$ cat src/fbw_pkg.sv
// fbw_pkg: constants and state codes for the fast buffered remote write block
// assumes: single 10 MHz clk_sys, one T-state per clock
package fbw_pkg;
  typedef enum logic [3:0] {
    st_idle1   = 4'h0,
    st_idle2   = 4'h1,
    st_take    = 4'h2,
    st_own     = 4'h3,
    st_cfg     = 4'h4,
    st_pc_lo   = 4'h5,
    st_pc_hi   = 4'h6,
    st_data_memory    = 4'h7,
    st_ilow    = 4'h8,
    st_ihigh   = 4'h9,
    st_term    = 4'ha,
    st_release = 4'hb,
    st_extra   = 4'hc
  } fsm_state_t;
  localparam logic [1:0] ms_data_memory     = 2'h0;
  localparam logic [1:0] ms_instruction_memory     = 2'h1;
  localparam logic [1:0] ms_pc_lo    = 2'h2;
  localparam logic [1:0] ms_pc_hi    = 2'h3;
  localparam int         cfg_ms_lsb  = 0;
  localparam int         cfg_lor_bit = 2;
  localparam logic [7:0] cfg_reset   = 8'h00;
  localparam int         dcr_dw_lsb  = 0;
  localparam int         dcr_iw_lsb  = 3;
  localparam int         sync_depth  = 3;
endpackage : fbw_pkg

$ cat src/fast_buffered_remote_write.sv
// fast_buffered_remote_write: remote write arbitration state machine
// assumes: clk_sys is the cpu clock, one T-state per cycle; remote pins asynchronous
`timescale 1ns/1ps
`default_nettype none
module fast_buffered_remote_write (
  input  wire logic        clk_sys,
  input  wire logic        resetn,
  input  wire logic        remote_access_enable,
  input  wire logic        remote_write_strobe_n,
  input  wire logic        cmd_select,
  input  wire logic        wait_n,
  input  wire logic        bus_lock_n,
  input  wire logic        local_bus_request,
  input  wire logic        local_write_active,
  input  wire logic [7:0]  ad_in,
  input  wire logic [7:0]  device_config_reg,
  output logic             local_bus_grant,
  output logic             tcu_wait,
  output logic             transfer_ack,
  output logic             local_bus_owner_n,
  output logic             bus_oe,
  output logic             mem_write_n,
  output logic             instr_mem_write_n,
  output logic [15:0]      instr_word,
  output logic [7:0]       remote_interface_config,
  output logic [7:0]       active_config,
  output logic [15:0]      program_counter,
  output logic             high_instr_byte_flag,
  output logic [1:0]       memory_select_field,
  output logic             lock_out_remote
);
  // ----------------------------------------------------------------
  // input synchronisers
  // ----------------------------------------------------------------
  logic rae_s;
  logic wr_n_s;
  logic wait_n_s;
  logic req;

  fbw_sync u_sync_rae (
    .clk_sys   (clk_sys),
    .resetn    (resetn),
    .async_in  (remote_access_enable),
    .reset_val (1'b0),
    .sync_out  (rae_s)
  );
  fbw_sync u_sync_wr (
    .clk_sys   (clk_sys),
    .resetn    (resetn),
    .async_in  (~remote_write_strobe_n),
    .reset_val (1'b0),
    .sync_out  (wr_n_s)
  );
  fbw_sync u_sync_wait (
    .clk_sys   (clk_sys),
    .resetn    (resetn),
    .async_in  (~wait_n),
    .reset_val (1'b0),
    .sync_out  (wait_n_s)
  );
  assign req = rae_s & wr_n_s;

  // ----------------------------------------------------------------
  // state and counters
  // ----------------------------------------------------------------
  fbw_pkg::fsm_state_t state_reg;
  fbw_pkg::fsm_state_t state_next;
  logic [2:0]  wait_cnt_reg;
  logic [7:0]  instr_low_byte_holder;
  logic        took_high_reg;
  logic        was_instruction_memory_reg;
  logic        cfg_pend_reg;
  logic        waits_done;
  logic        idle_state;
  logic        take_delay_reg;
  logic        take_ok;

  assign lock_out_remote     = active_config[fbw_pkg::cfg_lor_bit];
  assign memory_select_field = active_config[fbw_pkg::cfg_ms_lsb +: 2];
  assign idle_state          = (state_reg == fbw_pkg::st_idle1) ||
                               (state_reg == fbw_pkg::st_idle2);
  assign waits_done          = (wait_cnt_reg == 3'h0) && !wait_n_s;
  assign take_ok             = !local_bus_request && !local_write_active &&
                               !take_delay_reg;

  always_comb begin
    state_next = state_reg;
    case (state_reg)
      fbw_pkg::st_idle1: begin
        if (req && (lock_out_remote || local_bus_grant)) begin
          state_next = fbw_pkg::st_idle2;
        end else if (req && take_ok) begin
          state_next = fbw_pkg::st_take;
        end
      end
      fbw_pkg::st_idle2: begin
        if (!req) begin
          state_next = fbw_pkg::st_idle1;
        end else if (!lock_out_remote && !local_bus_grant && take_ok) begin
          state_next = fbw_pkg::st_take;
        end
      end
      fbw_pkg::st_take: state_next = fbw_pkg::st_own;
      fbw_pkg::st_own: begin
        if (cmd_select) begin
          state_next = fbw_pkg::st_cfg;
        end else begin
          case (memory_select_field)
            fbw_pkg::ms_pc_lo: state_next = fbw_pkg::st_pc_lo;
            fbw_pkg::ms_pc_hi: state_next = fbw_pkg::st_pc_hi;
            fbw_pkg::ms_data_memory:  state_next = fbw_pkg::st_data_memory;
            default: begin
              state_next = high_instr_byte_flag ? fbw_pkg::st_ihigh
                                                : fbw_pkg::st_ilow;
            end
          endcase
        end
      end
      fbw_pkg::st_cfg,
      fbw_pkg::st_pc_lo,
      fbw_pkg::st_pc_hi,
      fbw_pkg::st_data_memory,
      fbw_pkg::st_ilow,
      fbw_pkg::st_ihigh: begin
        if (waits_done) begin
          state_next = fbw_pkg::st_term;
        end
      end
      fbw_pkg::st_term:    state_next = fbw_pkg::st_release;
      fbw_pkg::st_release: state_next = req ? fbw_pkg::st_extra
                                            : fbw_pkg::st_idle1;
      fbw_pkg::st_extra: begin
        if (!req) begin
          state_next = fbw_pkg::st_idle1;
        end
      end
      default: state_next = fbw_pkg::st_idle1;
    endcase
  end

  always_ff @(posedge clk_sys) begin
    if (!resetn) begin
      state_reg <= fbw_pkg::st_idle1;
    end else begin
      state_reg <= state_next;
    end
  end

  // one T-state guard after a local write before the bus changes hands
  always_ff @(posedge clk_sys) begin
    if (!resetn) begin
      take_delay_reg <= 1'b0;
    end else begin
      take_delay_reg <= local_write_active;
    end
  end

  // wait counter: loaded on ownership, counts down in access states
  always_ff @(posedge clk_sys) begin
    if (!resetn) begin
      wait_cnt_reg <= 3'h0;
    end else if (state_reg == fbw_pkg::st_take) begin
      if (memory_select_field == fbw_pkg::ms_instruction_memory && !cmd_select) begin
        wait_cnt_reg <= {1'b0, device_config_reg[fbw_pkg::dcr_iw_lsb +: 2]};
      end else if (memory_select_field == fbw_pkg::ms_data_memory && !cmd_select) begin
        wait_cnt_reg <= device_config_reg[fbw_pkg::dcr_dw_lsb +: 3];
      end else begin
        wait_cnt_reg <= 3'h0;
      end
    end else if (state_reg != fbw_pkg::st_own && wait_cnt_reg != 3'h0) begin
      wait_cnt_reg <= wait_cnt_reg - 3'h1;
    end
  end

  // ----------------------------------------------------------------
  // handshake and bus control
  // ----------------------------------------------------------------
  always_comb begin
    transfer_ack = 1'b1;
    if (idle_state && req) begin
      transfer_ack = 1'b0;
    end else if (!idle_state && state_reg != fbw_pkg::st_term &&
                 state_reg != fbw_pkg::st_release && state_reg != fbw_pkg::st_extra) begin
      transfer_ack = 1'b0;
    end
  end

  // local grants only while the remote side is off the buses
  always_comb begin
    local_bus_grant = 1'b0;
    case (state_reg)
      fbw_pkg::st_idle1,
      fbw_pkg::st_idle2: begin
        local_bus_grant = local_bus_request && bus_lock_n;
      end
      fbw_pkg::st_release,
      fbw_pkg::st_extra: begin
        local_bus_grant = local_bus_request && bus_lock_n;
      end
      default: begin
        local_bus_grant = 1'b0;
      end
    endcase
  end

  always_comb begin
    tcu_wait = 1'b0;
    if (local_bus_request && !local_bus_grant && !idle_state &&
        state_reg != fbw_pkg::st_term) begin
      tcu_wait = 1'b1;
    end
  end

  always_ff @(posedge clk_sys) begin
    if (!resetn) begin
      local_bus_owner_n <= 1'b0;
      bus_oe            <= 1'b1;
    end else begin
      local_bus_owner_n <= (state_next != fbw_pkg::st_idle1) &&
                           (state_next != fbw_pkg::st_idle2) &&
                           (state_next != fbw_pkg::st_take) &&
                           (state_next != fbw_pkg::st_release) &&
                           (state_next != fbw_pkg::st_extra);
      bus_oe            <= (state_next == fbw_pkg::st_idle1) ||
                           (state_next == fbw_pkg::st_idle2);
    end
  end

  always_ff @(posedge clk_sys) begin
    if (!resetn) begin
      mem_write_n       <= 1'b1;
      instr_mem_write_n <= 1'b1;
    end else begin
      mem_write_n       <= !(state_next == fbw_pkg::st_data_memory);
      instr_mem_write_n <= !((state_next == fbw_pkg::st_ihigh) ||
                             (state_next == fbw_pkg::st_own && !cmd_select &&
                              memory_select_field == fbw_pkg::ms_instruction_memory &&
                              high_instr_byte_flag));
    end
  end

  // ----------------------------------------------------------------
  // data paths
  // ----------------------------------------------------------------
  always_ff @(posedge clk_sys) begin
    if (!resetn) begin
      instr_low_byte_holder <= 8'h00;
      instr_word            <= 16'h0000;
    end else if (state_next == fbw_pkg::st_ilow && state_reg == fbw_pkg::st_own) begin
      instr_low_byte_holder <= ad_in;
    end else if (state_next == fbw_pkg::st_ihigh && state_reg == fbw_pkg::st_own) begin
      instr_word            <= {ad_in, instr_low_byte_holder};
    end
  end

  always_ff @(posedge clk_sys) begin
    if (!resetn) begin
      remote_interface_config <= fbw_pkg::cfg_reset;
      cfg_pend_reg            <= 1'b0;
    end else if (state_next == fbw_pkg::st_cfg && state_reg == fbw_pkg::st_own) begin
      remote_interface_config <= ad_in;
      cfg_pend_reg            <= 1'b1;
    end else if (state_reg == fbw_pkg::st_release) begin
      cfg_pend_reg            <= 1'b0;
    end
  end

  // mode change applies one T-state after the write completes
  always_ff @(posedge clk_sys) begin
    if (!resetn) begin
      active_config <= fbw_pkg::cfg_reset;
    end else if (cfg_pend_reg && state_reg == fbw_pkg::st_release) begin
      active_config <= remote_interface_config;
    end
  end

  always_ff @(posedge clk_sys) begin
    if (!resetn) begin
      was_instruction_memory_reg  <= 1'b0;
      took_high_reg <= 1'b0;
    end else if (state_reg == fbw_pkg::st_own) begin
      was_instruction_memory_reg  <= (state_next == fbw_pkg::st_ilow) || (state_next == fbw_pkg::st_ihigh);
      took_high_reg <= (state_next == fbw_pkg::st_ihigh);
    end
  end

  always_ff @(posedge clk_sys) begin
    if (!resetn) begin
      high_instr_byte_flag <= 1'b0;
    end else if (state_next == fbw_pkg::st_cfg && state_reg == fbw_pkg::st_own &&
                 ad_in[fbw_pkg::cfg_ms_lsb +: 2] == fbw_pkg::ms_instruction_memory) begin
      high_instr_byte_flag <= 1'b0;
    end else if (state_reg == fbw_pkg::st_term && was_instruction_memory_reg) begin
      high_instr_byte_flag <= !high_instr_byte_flag;
    end
  end

  always_ff @(posedge clk_sys) begin
    if (!resetn) begin
      program_counter <= 16'h0000;
    end else if (state_next == fbw_pkg::st_pc_lo && state_reg == fbw_pkg::st_own) begin
      program_counter[7:0] <= ad_in;
    end else if (state_next == fbw_pkg::st_pc_hi && state_reg == fbw_pkg::st_own) begin
      program_counter[15:8] <= ad_in;
    end else if (state_reg == fbw_pkg::st_term && was_instruction_memory_reg && took_high_reg) begin
      program_counter <= program_counter + 16'h0001;
    end
  end
endmodule : fast_buffered_remote_write
`default_nettype wire

$ cat src/fbw_sync.sv
// fbw_sync: three-stage input synchroniser with agreement filter
// assumes: input is asynchronous to clk_sys
`timescale 1ns/1ps
`default_nettype none
module fbw_sync (
  input  wire logic clk_sys,
  input  wire logic resetn,
  input  wire logic async_in,
  input  wire logic reset_val,
  output logic      sync_out
);
  logic [fbw_pkg::sync_depth-1:0] stage_reg;
  always_ff @(posedge clk_sys) begin
    if (!resetn) begin
      stage_reg <= {fbw_pkg::sync_depth{reset_val}};
    end else begin
      stage_reg <= {stage_reg[fbw_pkg::sync_depth-2:0], async_in};
    end
  end
  always_ff @(posedge clk_sys) begin
    if (!resetn) begin
      sync_out <= reset_val;
    end else if (stage_reg[1] == stage_reg[2]) begin
      sync_out <= stage_reg[2];
    end
  end
endmodule : fbw_sync
`default_nettype wire

$ cat config.mk
export PLATFORM = sky130hd
export DESIGN_NAME = fast_buffered_remote_write
export DESIGN_NICKNAME = d
export VERILOG_FILES = /design/src/fbw_pkg.sv /design/src/fast_buffered_remote_write.sv /design/src/fbw_sync.sv
export SDC_FILE = /design/constraint.sdc
export NUM_CORES = 1
export LEC_CHECK = 0
export ABC_AREA = 0
export BUFFER_PORTS_ARGS = -buffer_cell sky130_fd_sc_hd__clkbuf_2
export CAP_MARGIN = 20
export CORE_MARGIN = 5
export CORE_UTILIZATION = 58
export DETAILED_ROUTE_END_ITERATION = 10
export PLACE_DENSITY = 0.84
export SYNTH_ARGS = -nofsm -noshare
export SYNTH_HDL_FRONTEND = slang
export SYNTH_SLANG_ARGS = --single-unit
$ cat constraint.sdc
create_clock -name clk_sys -period 3.9 [get_ports clk_sys]
set_input_delay 0.39 -clock clk_sys [delete_from_list [all_inputs] [get_ports clk_sys]]
set_output_delay 0.39 -clock clk_sys [all_outputs]
set_load 0.01 [all_outputs]
======== Word-level counts from Yosys, hierarchy flattened ========
Cells that the tools add are included.
storage, ports and cells
  logic and storage cells ................. 158
  bits in read-only memories .............. 0
  bits in latches ......................... 0
  flip-flop bits (word level) ............. 84
  output and inout bits ................... 59
  RAM bits ................................ 0
  memories ................................ 0
cells by class
  equal/unequal tests ..................... 36
  shift-type cells ........................ 0
  reductions and logical operators ........ 66
  add/sub/neg operators ................... 2
  muxes and demuxes ....................... 25
  div/mod/pow operators ................... 0
  bitwise operators ....................... 6
  $lt $le $gt $ge ......................... 0
  multipliers ............................. 0
operators by type and width
  operator                                               number
  logical AND 1 bit                                      34
  equality test 4 x 3 -> 1 bit, second input constant    8
  2-to-1 mux 4 bit                                       8
  one-hot mux 4 bit (8 select lines)                     1
  equality test 4 bit, second input constant             7
  2-to-1 mux 8 bit                                       3
  inequality test 4 bit, second input constant           5
  adder 16 x 1 -> 16 bit, second input constant          1
  2-to-1 mux 16 bit                                      1
  equality test 4 x 2 -> 1 bit, second input constant    3
  2-to-1 mux 3 bit                                       4
  one-hot mux 4 bit (3 select lines)                     1
  zero test 1 bit                                        11
  equality test 4 x 1 -> 1 bit, second input constant    2
  zero test 4 bit                                        2
  inequality test 4 x 2 -> 1 bit, second input constant  2
  nonzero test 2 bit                                     4
  2-to-1 mux 1 bit                                       7
  AND reduction 2 bit                                    3
  OR reduction 6 bit                                     1
  logical OR 1 bit                                       5
  inverter 1 bit                                         5
  equality test 2 x 1 -> 1 bit, second input constant    2
  equality test 2 bit, second input constant             2
  11 further kinds                                       13

======== Logic depth before layout (Yosys ltp) ========
Gate-level depths: netlist of the first run.
  depth in word-level cells ............... 15
  depth in mapped cells ................... 9
  gate-level depth less buffers ........... 7

======== By module ========
From an unflattened synthesis of the first run, not the netlist that was laid out.
second synthesis, totals
  cell total of the unflattened synthesis .. 434
  area total of the unflattened synthesis .. 3910.0 um2
modules (own cells, without submodules)
  module                      cells each  instances  area each (um2)
  fast_buffered_remote_write  389         1          3470.8
  fbw_sync                    15          3          146.4

======== Worst setup path before layout of the first run ========
No wires, ideal clock.
  kind .................................... register to register
  from .................................... register active_config[0]
  to ...................................... register instr_word[10]
  setup slack ............................. 1.382 ns
  cell stages (with the launch flop) ...... 10
  period minus slack after synthesis ...... 2.518 ns
  path buffers ............................ 2
  data required time ...................... 3.828 ns
  data arrival time ....................... 2.446 ns
  setup time .............................. 0.072 ns
  cell sequence ........................... dfxtp_1 -> inv_1 -> ha_1 -> o21ba_1 -> o21ai_1 -> a221o_1 -> buf_2 -> a2111oi_4 -> buf_6 -> mux2i_1
between the ends
  cells in the longest elaborated chain, start to end .. 8
  elaborated cells on any way between the ends .. 12
ends and longest elaborated chain
  item                                                           RTL line                           source
  start, declared                                                fast_buffered_remote_write.sv:26   output logic [7:0] active_config,
  start signal, assigned                                         fast_buffered_remote_write.sv:271  active_config <= fbw_pkg::cfg_reset;
  start signal, assigned                                         fast_buffered_remote_write.sv:273  active_config <= remote_interface_config;
  equality test 2 bit / zero test 2 bit (equally long branches)  fast_buffered_remote_write.sv:108  case (memory_select_field)
  one-hot mux 4 bit (3 select lines) *                           fast_buffered_remote_write.sv:108
  2-to-1 mux 4 bit *                                             fast_buffered_remote_write.sv:105  if (cmd_select) begin
  one-hot mux 4 bit (8 select lines) *                           fast_buffered_remote_write.sv:88   case (state_reg)
  equality test 4 bit                                            fast_buffered_remote_write.sv:249  end else if (state_next == fbw_pkg::st_ilow && state_reg == fbw_pkg::st_own) begin
  logical AND 1 bit                                              fast_buffered_remote_write.sv:249
  inverter 1 bit (no source line)                                --
  AND reduction 2 bit (no source line) *                         --
  end signal, assigned                                           fast_buffered_remote_write.sv:252  instr_word <= {ad_in, instr_low_byte_holder};
  end, declared                                                  fast_buffered_remote_write.sv:24   output logic [15:0] instr_word,
Every way passes the cells marked *; elsewhere a longest branch is shown, timed or not.
A chain may end at the register's enable or synchronous reset.

======== Worst setup path in the final report of the first run ========
  from .................................... register state_reg[3]
  to ...................................... register high_instr_byte_flag
between the ends
  cells in the longest elaborated chain, start to end .. 13
  elaborated cells on any way between the ends .. 33
ends and longest elaborated chain
  item                                                  RTL line                                                             source
  start, declared                                       fast_buffered_remote_write.sv:66                                     fbw_pkg::fsm_state_t state_reg;
  start signal, assigned                                fast_buffered_remote_write.sv:143                                    state_reg <= fbw_pkg::st_idle1;
  start signal, assigned                                fast_buffered_remote_write.sv:145                                    state_reg <= state_next;
  equality test 4 x 1 -> 1 bit (tied with other cells)  fast_buffered_remote_write.sv:88, fast_buffered_remote_write.sv:191
  OR reduction 4 bit (no source line)                   --
  2-to-1 mux 1 bit                                      --
  zero test 1 bit                                       fast_buffered_remote_write.sv:99                                     end else if (!lock_out_remote && !local_bus_grant && take_ok) begin
  logical AND 1 bit (2 in a row)                        fast_buffered_remote_write.sv:99
  2-to-1 mux 4 bit                                      fast_buffered_remote_write.sv:99
  2-to-1 mux 4 bit                                      fast_buffered_remote_write.sv:97                                     if (!req) begin
  one-hot mux 4 bit (8 select lines)                    fast_buffered_remote_write.sv:88
  equality test 4 x 3 -> 1 bit                          fast_buffered_remote_write.sv:290                                    end else if (state_next == fbw_pkg::st_cfg && state_reg == fbw_pkg::st_own &&
  logical AND 1 bit (2 in a row)                        fast_buffered_remote_write.sv:290
  OR reduction 2 bit (no source line)                   --
  end signal, assigned                                  fast_buffered_remote_write.sv:294                                    high_instr_byte_flag <= !high_instr_byte_flag;
  end, declared                                         fast_buffered_remote_write.sv:28                                     output logic high_instr_byte_flag,
Parallel ways exist; a longest one is shown, timed or not.

==> metrics.txt, run 1 <==
final wirelength=9360 um; CP startpoint kind=register; clock skew=0.0105 ns; Most Crowded Layer GR=met2; number of global-route vias before repair=3294; Routability Congestion=0.958; Clock Tree Buf Depth=2; Worst-Margin Slew=0.849 ns; Antenna Cells=0; Via-to-Cell Ratio=5.72; Nets=521; Global Route Usage Sum=22.7%; worst hold path type=primary input to register; CP required=4.16 ns; status=finished, final reports clean; Syn Nets=453; setup tns final=0 ns; Die X=92.3 um; FF/Latch Area=1680 um2; Die Span Y=92.3 um; GRT overflow=0; DRT iter0 DRCs=173; grt met3 use=5.61%; Mapped Area=3930 um2; # fillers=532; reg2reg setup slack=0.83 ns; CP peak stage delay=0.78 ns; RSZ-0062 raised after global routing=false; Cell Count Post-Placement=558; row count=30; ys flop type=dfxtp_1; Max H-tree Level=3; max frequency=326 MHz; area grow syn2layout=15.2%; max-slew violation count=0; I/O pin total=84; vias=3285; TritonCTS Buffers=9; non-filler cells in the finished layout=574; Syn Inst Count=421; antenna violations before repair=0; ys async rst share=0%; first-pass GRT wire length=15500 um; Clock Latency Late Sink=0.36 ns; CP max-delay cell=dfxtp_1; share of cells above drive strength 1=21.9%; Buffers on Ports=80; EDFF count, synth=0; largest net degree at the start of global routing=49; Regs by FF count=instr_word: 16 flops, program_counter: 16 flops; met2 Usage GRT=37.1%; Peak VDD IR=0.224 mV; CP Class=register to register; Starting Density=58.8%; core area=6680 um2; CTS root buffer=clkbuf_8; # setup viols final=0; sequential share of the synthesized area=42.8%; final hold violations=0; CTS clk-pin slew, worst paths=0.09 ns; Final Cycle Share=78.7%; Synth cell types=54; Max Cap Viol=0; PwrDens=372 nW/um2; Hold Buf Count CTS=0; Max Fanout on Critical Path=22; met1 usage=28.5%; CTS tree=yes; number of synthesized register bits=84; Lkg Pwr=2.03 nW; CP cell instances=or3_1 -> nor2_1 -> a221oi_1 -> nand4_1 -> o311a_1; CP Capture Type=register; Synth warnings=0; minimum clock period=3.07 ns; Largest delay share family, worst path=compound AO/OA/AOI/OAI gates; area of the multi-input gates=2080 um2; Resize count post-CTS=0; Final ANT Viol Nets=0; die area=8520 um2; Buf+Inv Stages, Crit Path=0; Avg Cell Area, Syn=9.33 um2; Slew HR=42.9%; number of remaining DRC errors=0; Routed WL per cell=16.3 um; post-DP HPWL=6550 um; clk sink count=84; Setup Fix Bufs, Post-CTS=0; worst path arrival time=3.32 ns; DR pass1 iterations=4
-- worst paths after layout --
| path | startpoint | to | cells after the start |
|---|---|---|---|
| worst min register to register | u_sync_rae.stage_reg[0] | u_sync_rae.stage_reg[1] | 1 |
| worst max-delay path | state_reg[3] | high_instr_byte_flag | 5 |
| worst min-delay path | wait_n | u_sync_wait.stage_reg[0] | 2 |
| worst max register to register | state_reg[3] | high_instr_byte_flag | 5 |
-- power by group --
part           internal [mW]  total [mW]  leakage, nW  switching, mW
clock network          0.305       0.644        0.105          0.339
logic                 0.0669       0.152         1.25         0.0855
registers              0.875       0.884        0.679        0.00959
total                   1.25        1.68         2.03          0.434
-- Yosys cell counts, types with 2 or more instances --
library cell	count	area, um2
inv_1	11	41.3
nand3_1	7	35.0
a2111oi_4	2	55.1
o21ai_0	15	75.1
xnor2_1	5	43.8
and3b_1	2	17.5
dfxtp_1	84	1680
clkbuf_1	14	52.6
xor2_1	7	61.3
and2_1	12	75.1
a22oi_1	2	15.0
nor4_1	4	25.0
a21oi_1	6	30.0
and4_1	6	52.6
o211ai_1	3	22.5
nor3_1	7	35.0
nor4bb_1	2	20.0
a31oi_1	3	18.8
ha_1	7	87.6
nand2_1	68	255
and3_1	4	25.0
or3b_2	2	17.5
nor2b_1	17	106
nor3b_1	3	22.5
or3_1	3	18.8
a21oi_2	2	17.5
nand2b_1	2	12.5
mux2i_1	57	571
buf_4	4	30.0
a21boi_0	11	82.6
nor2_1	12	45.0
nand4_1	11	68.8
buf_2	5	25.0
-- cells in the final DEF, fill, tap and decap left out, types with 5 or more instances in the layout --
cell	netlist	layout
dfxtp_1	84	84
clkbuf_2	0	80
nand2_1	68	68
mux2i_1	57	57
nor2b_1	17	17
o21ai_0	15	15
nor2_1	12	12
and2_1	12	12
inv_1	11	11
a21boi_0	11	11
nand4_1	11	11
clkbuf_8	0	9
nand3_1	7	7
nor3_1	7	7
xor2_1	7	7
ha_1	7	7
a21oi_1	6	6
and4_1	6	6
xnor2_1	5	5
-- layer usage --
layer / share of wire, % / vias up
met5: 0 / -
met2: 49 / 88
met4: 1.8 / 0
met3: 6.0 / 16
met1: 43 / 1574
li1: - / 1607
-- cells by family (layout without fill, tap and decap cells) --
logic type	after synthesis	after routing	share of synthesized area [%]
fa+ha+maj	7	7	2.23
flops	84	84	42.8
mux	58	58	14.8
simple gates	167	167	22.2
compound gates	57	57	11.1
buf+inv	36	109	4.17
xor+xnor	12	12	2.68
-- through the flow --
step	util (%)	total power, mW	hold WS, ns	instance area (um2)	setup slack, ns
final	67.7	1.68	0.183	4520	0.831
after global routing	67.7	1.75	0.172	4520	0.549
after CTS	67.7	1.69	0.169	4520	0.822
after detailed placement	64.7	1.06	0.419	4320	0.822
after global placement	64.7	1.05	0.421	4320	0.921
after floorplan	-	1.01	0.412	3930	1.38
-- worst reg2reg max path, cell delays in order (launching register included) --
cell and delay, ns:
dfxtp_1 0.78, or3_1 0.26, nor2_1 0.10, a221oi_1 0.65
nand4_1 0.66, o311a_1 0.52
-- layout make-up --
cell class,instances,area share [%]
Multi-Input combinational cell,301,46.0
Sequential cell,84,37.2
Timing Repair Buffer,82,9.18
Clock buffer,9,2.74
Tap cell,80,2.21
Clock inverter,7,1.74
Inverter,11,0.913
(Power assumes the default switching activity.)
==> run 2, diff against run 1 <==
--- a/config.mk
+++ b/config.mk
@@ -9,9 +9,9 @@
 export BUFFER_PORTS_ARGS = -buffer_cell sky130_fd_sc_hd__clkbuf_2
 export CAP_MARGIN = 20
 export CORE_MARGIN = 5
-export CORE_UTILIZATION = 58
+export CORE_UTILIZATION = 49
 export DETAILED_ROUTE_END_ITERATION = 10
-export PLACE_DENSITY = 0.84
+export PLACE_DENSITY = 0.76
 export SYNTH_ARGS = -nofsm -noshare
 export SYNTH_HDL_FRONTEND = slang
 export SYNTH_SLANG_ARGS = --single-unit
==> constraint.sdc (replaced) <==
create_clock -name clk_sys -period 2.5 [get_ports clk_sys]
set_input_delay 0.25 -clock clk_sys [delete_from_list [all_inputs] [get_ports clk_sys]]
set_output_delay 0.25 -clock clk_sys [all_outputs]
set_load 0.01 [all_outputs]
==> metrics.txt, run 2 (same netlist as run 1, synthesis figures left out) <==
Starting Density=50.6% (-8.2 points); Buffers on Ports=80 (unchanged); Lkg Pwr=2.11 nW (+4.1%); first-pass GRT wire length=15500 um (about the same); GRT overflow=0 (unchanged); Global Route Usage Sum=19.2% (-3.5 points); Hold Startpoint=remote_write_strobe_n; CP Class=register to register; Regs by FF count=instr_word: 16 flops, program_counter: 16 flops; # setup viols final=0 (unchanged); # fillers=721 (+36%); Max Fanout on Critical Path=17 (-23%); Die X=99.5 um (+7.8%); Routed WL per cell=15.3 um (-6.1%); CP cell instances=or3_1 -> nor2_1 -> a21oi_2 -> a2111oi_4 -> buf_12 -> mux2i_1; CP required=2.79 ns (-1.37 ns); post-DP HPWL=6880 um (+5.1%); CP peak stage delay=0.46 ns (-0.32 ns); worst path arrival time=2.65 ns (-0.67 ns); Worst-Margin Slew=0.764 ns (-0.0845 ns); Routability Congestion=0.882 (-8.0%); CP Capture Type=register; Slew HR=49.0% (+6.2 points); number of global-route vias before repair=3318 (+0.73%); max-slew violation count=0 (unchanged); CP max-delay cell=dfxtp_1; worst hold path type=primary input to register; Via-to-Cell Ratio=5.45 (-4.8%); Reg2Reg Depth=6 (+1); CTS tree=yes; reg2reg setup slack=0.13 ns (-0.70 ns); Final ANT Viol Nets=0 (unchanged); Hold Buf Count CTS=0 (unchanged); Clock Latency Late Sink=0.36 ns (about the same); CTS root buffer=clkbuf_8; RSZ-0062 raised after global routing=false; CTS clk-pin slew, worst paths=0.10 ns (about the same); clk sink count=84 (unchanged); area grow syn2layout=19.3%; Die Span Y=99.5 um (+7.8%); CP startpoint kind=register; Final Cycle Share=94.7% (+16 points); Clock Tree Buf Depth=2 (unchanged); core area=7770 um2 (+16%); DRT iter0 DRCs=150 (-13%); max frequency=422 MHz (+30%); row count=32 (+6.7%); DR pass1 iterations=4 (unchanged); PwrDens=547 nW/um2 (+47%); share of cells above drive strength 1=24.9% (+3.0 points); clock skew=0.00813 ns (-0.00237 ns); Nets=538 (+3.3%); RR Endpoint=instr_word[9]; largest net degree at the start of global routing=43 (-12%); setup tns final=0 ns (unchanged); Antenna Cells=0 (unchanged); Worst Hold Depth=2 (unchanged); I/O pin total=84 (unchanged); status=finished, final reports clean; number of remaining DRC errors=0 (unchanged); reg-to-reg critical path startpoint=state_reg[1]; vias=3341 (+1.7%); final wirelength=9390 um (+0.29%); final design utilization=60.4% (-7.4 points); Peak VDD IR=0.301 mV (+34%); TritonCTS Buffers=9 (unchanged); most frequent cells in the layout=84 x dfxtp_1, 80 x clkbuf_2, 68 x nand2_1; minimum clock period=2.37 ns (-0.701 ns); commonest non-fill, non-tap cell in the layout=dfxtp_1; Max Cap Viol=0 (unchanged); final hold violations=0 (unchanged); antenna violations before repair=0 (unchanged); Max H-tree Level=3 (unchanged); die area=9910 um2 (+16%); Worst Hold End=u_sync_wr.stage_reg[0]
run 2: cell type report:
class                   instances  area, um2  area share (%)
repair buffers                 99        556            11.8
inverters                      11       41.3           0.881
flip-flops and latches         84       1680            35.9
well taps                     102        128            2.72
multi-input cells             301       2090            44.6
clock inverters                 7       67.6            1.44
clock buffers                   9        124            2.64
run 2: worst max-delay path, delay by kind of cell, from the launching register on:
family,cells,cell delay (ns)
AND/OR/NAND/NOR,2,0.75
AO/OA/AOI/OAI,2,0.63
flip-flops,1,0.46
buffers and inverters,1,0.22
multiplexers,1,0.22
run 2: worst max-delay path by stage:
stage	end	start	slack, ns	cells after the start
floorplan	instr_word[10]	active_config[1]	0.07	8
global placement	remote_interface_config[1]	active_config[1]	0.18	9
detailed placement	remote_interface_config[7]	active_config[1]	0.07	9
CTS	remote_interface_config[2]	active_config[1]	0.04	9
global route	instr_word[9]	state_reg[1]	0.03	6
finish	instr_word[9]	state_reg[1]	0.13	6
run 2: repair_timing:
item,in CTS,in global routing
endpoints found under the setup margin,0,18
setup buffers,0,0
gates resized for setup,0,2
run 2: metal layers:
metal  vias up  part of all wire, %  global-route usage, %
met4         0                  1.9                   6.30
met5         -                    0                      0
met2        77                   49                   33.2
met1      1605                   45                   23.6
li1       1642                    -                      -
met3        17                  4.8                   4.49
run 2: power breakdown:
group / leakage, nW / internal (mW) / switching, mW
registers: 0.679 / 1.36 / 0.0160
logic: 1.34 / 0.106 / 0.131
clock network: 0.0962 / 0.390 / 0.559
total: 2.11 / 1.86 / 0.705
run 2: stage by stage:
step	instances	hold slack, ns	cell area [um2]	total power [mW]	setup WS (ns)
after global routing	613	0.0251	4690	2.67	0.0254
after global placement	597	0.409	4490	1.64	0.176
after CTS	613	0.0209	4680	2.59	0.0434
after floorplan	421	0.322	3930	1.58	0.0727
after detailed placement	597	0.412	4490	1.65	0.0674
final	613	0.0345	4690	2.57	0.132
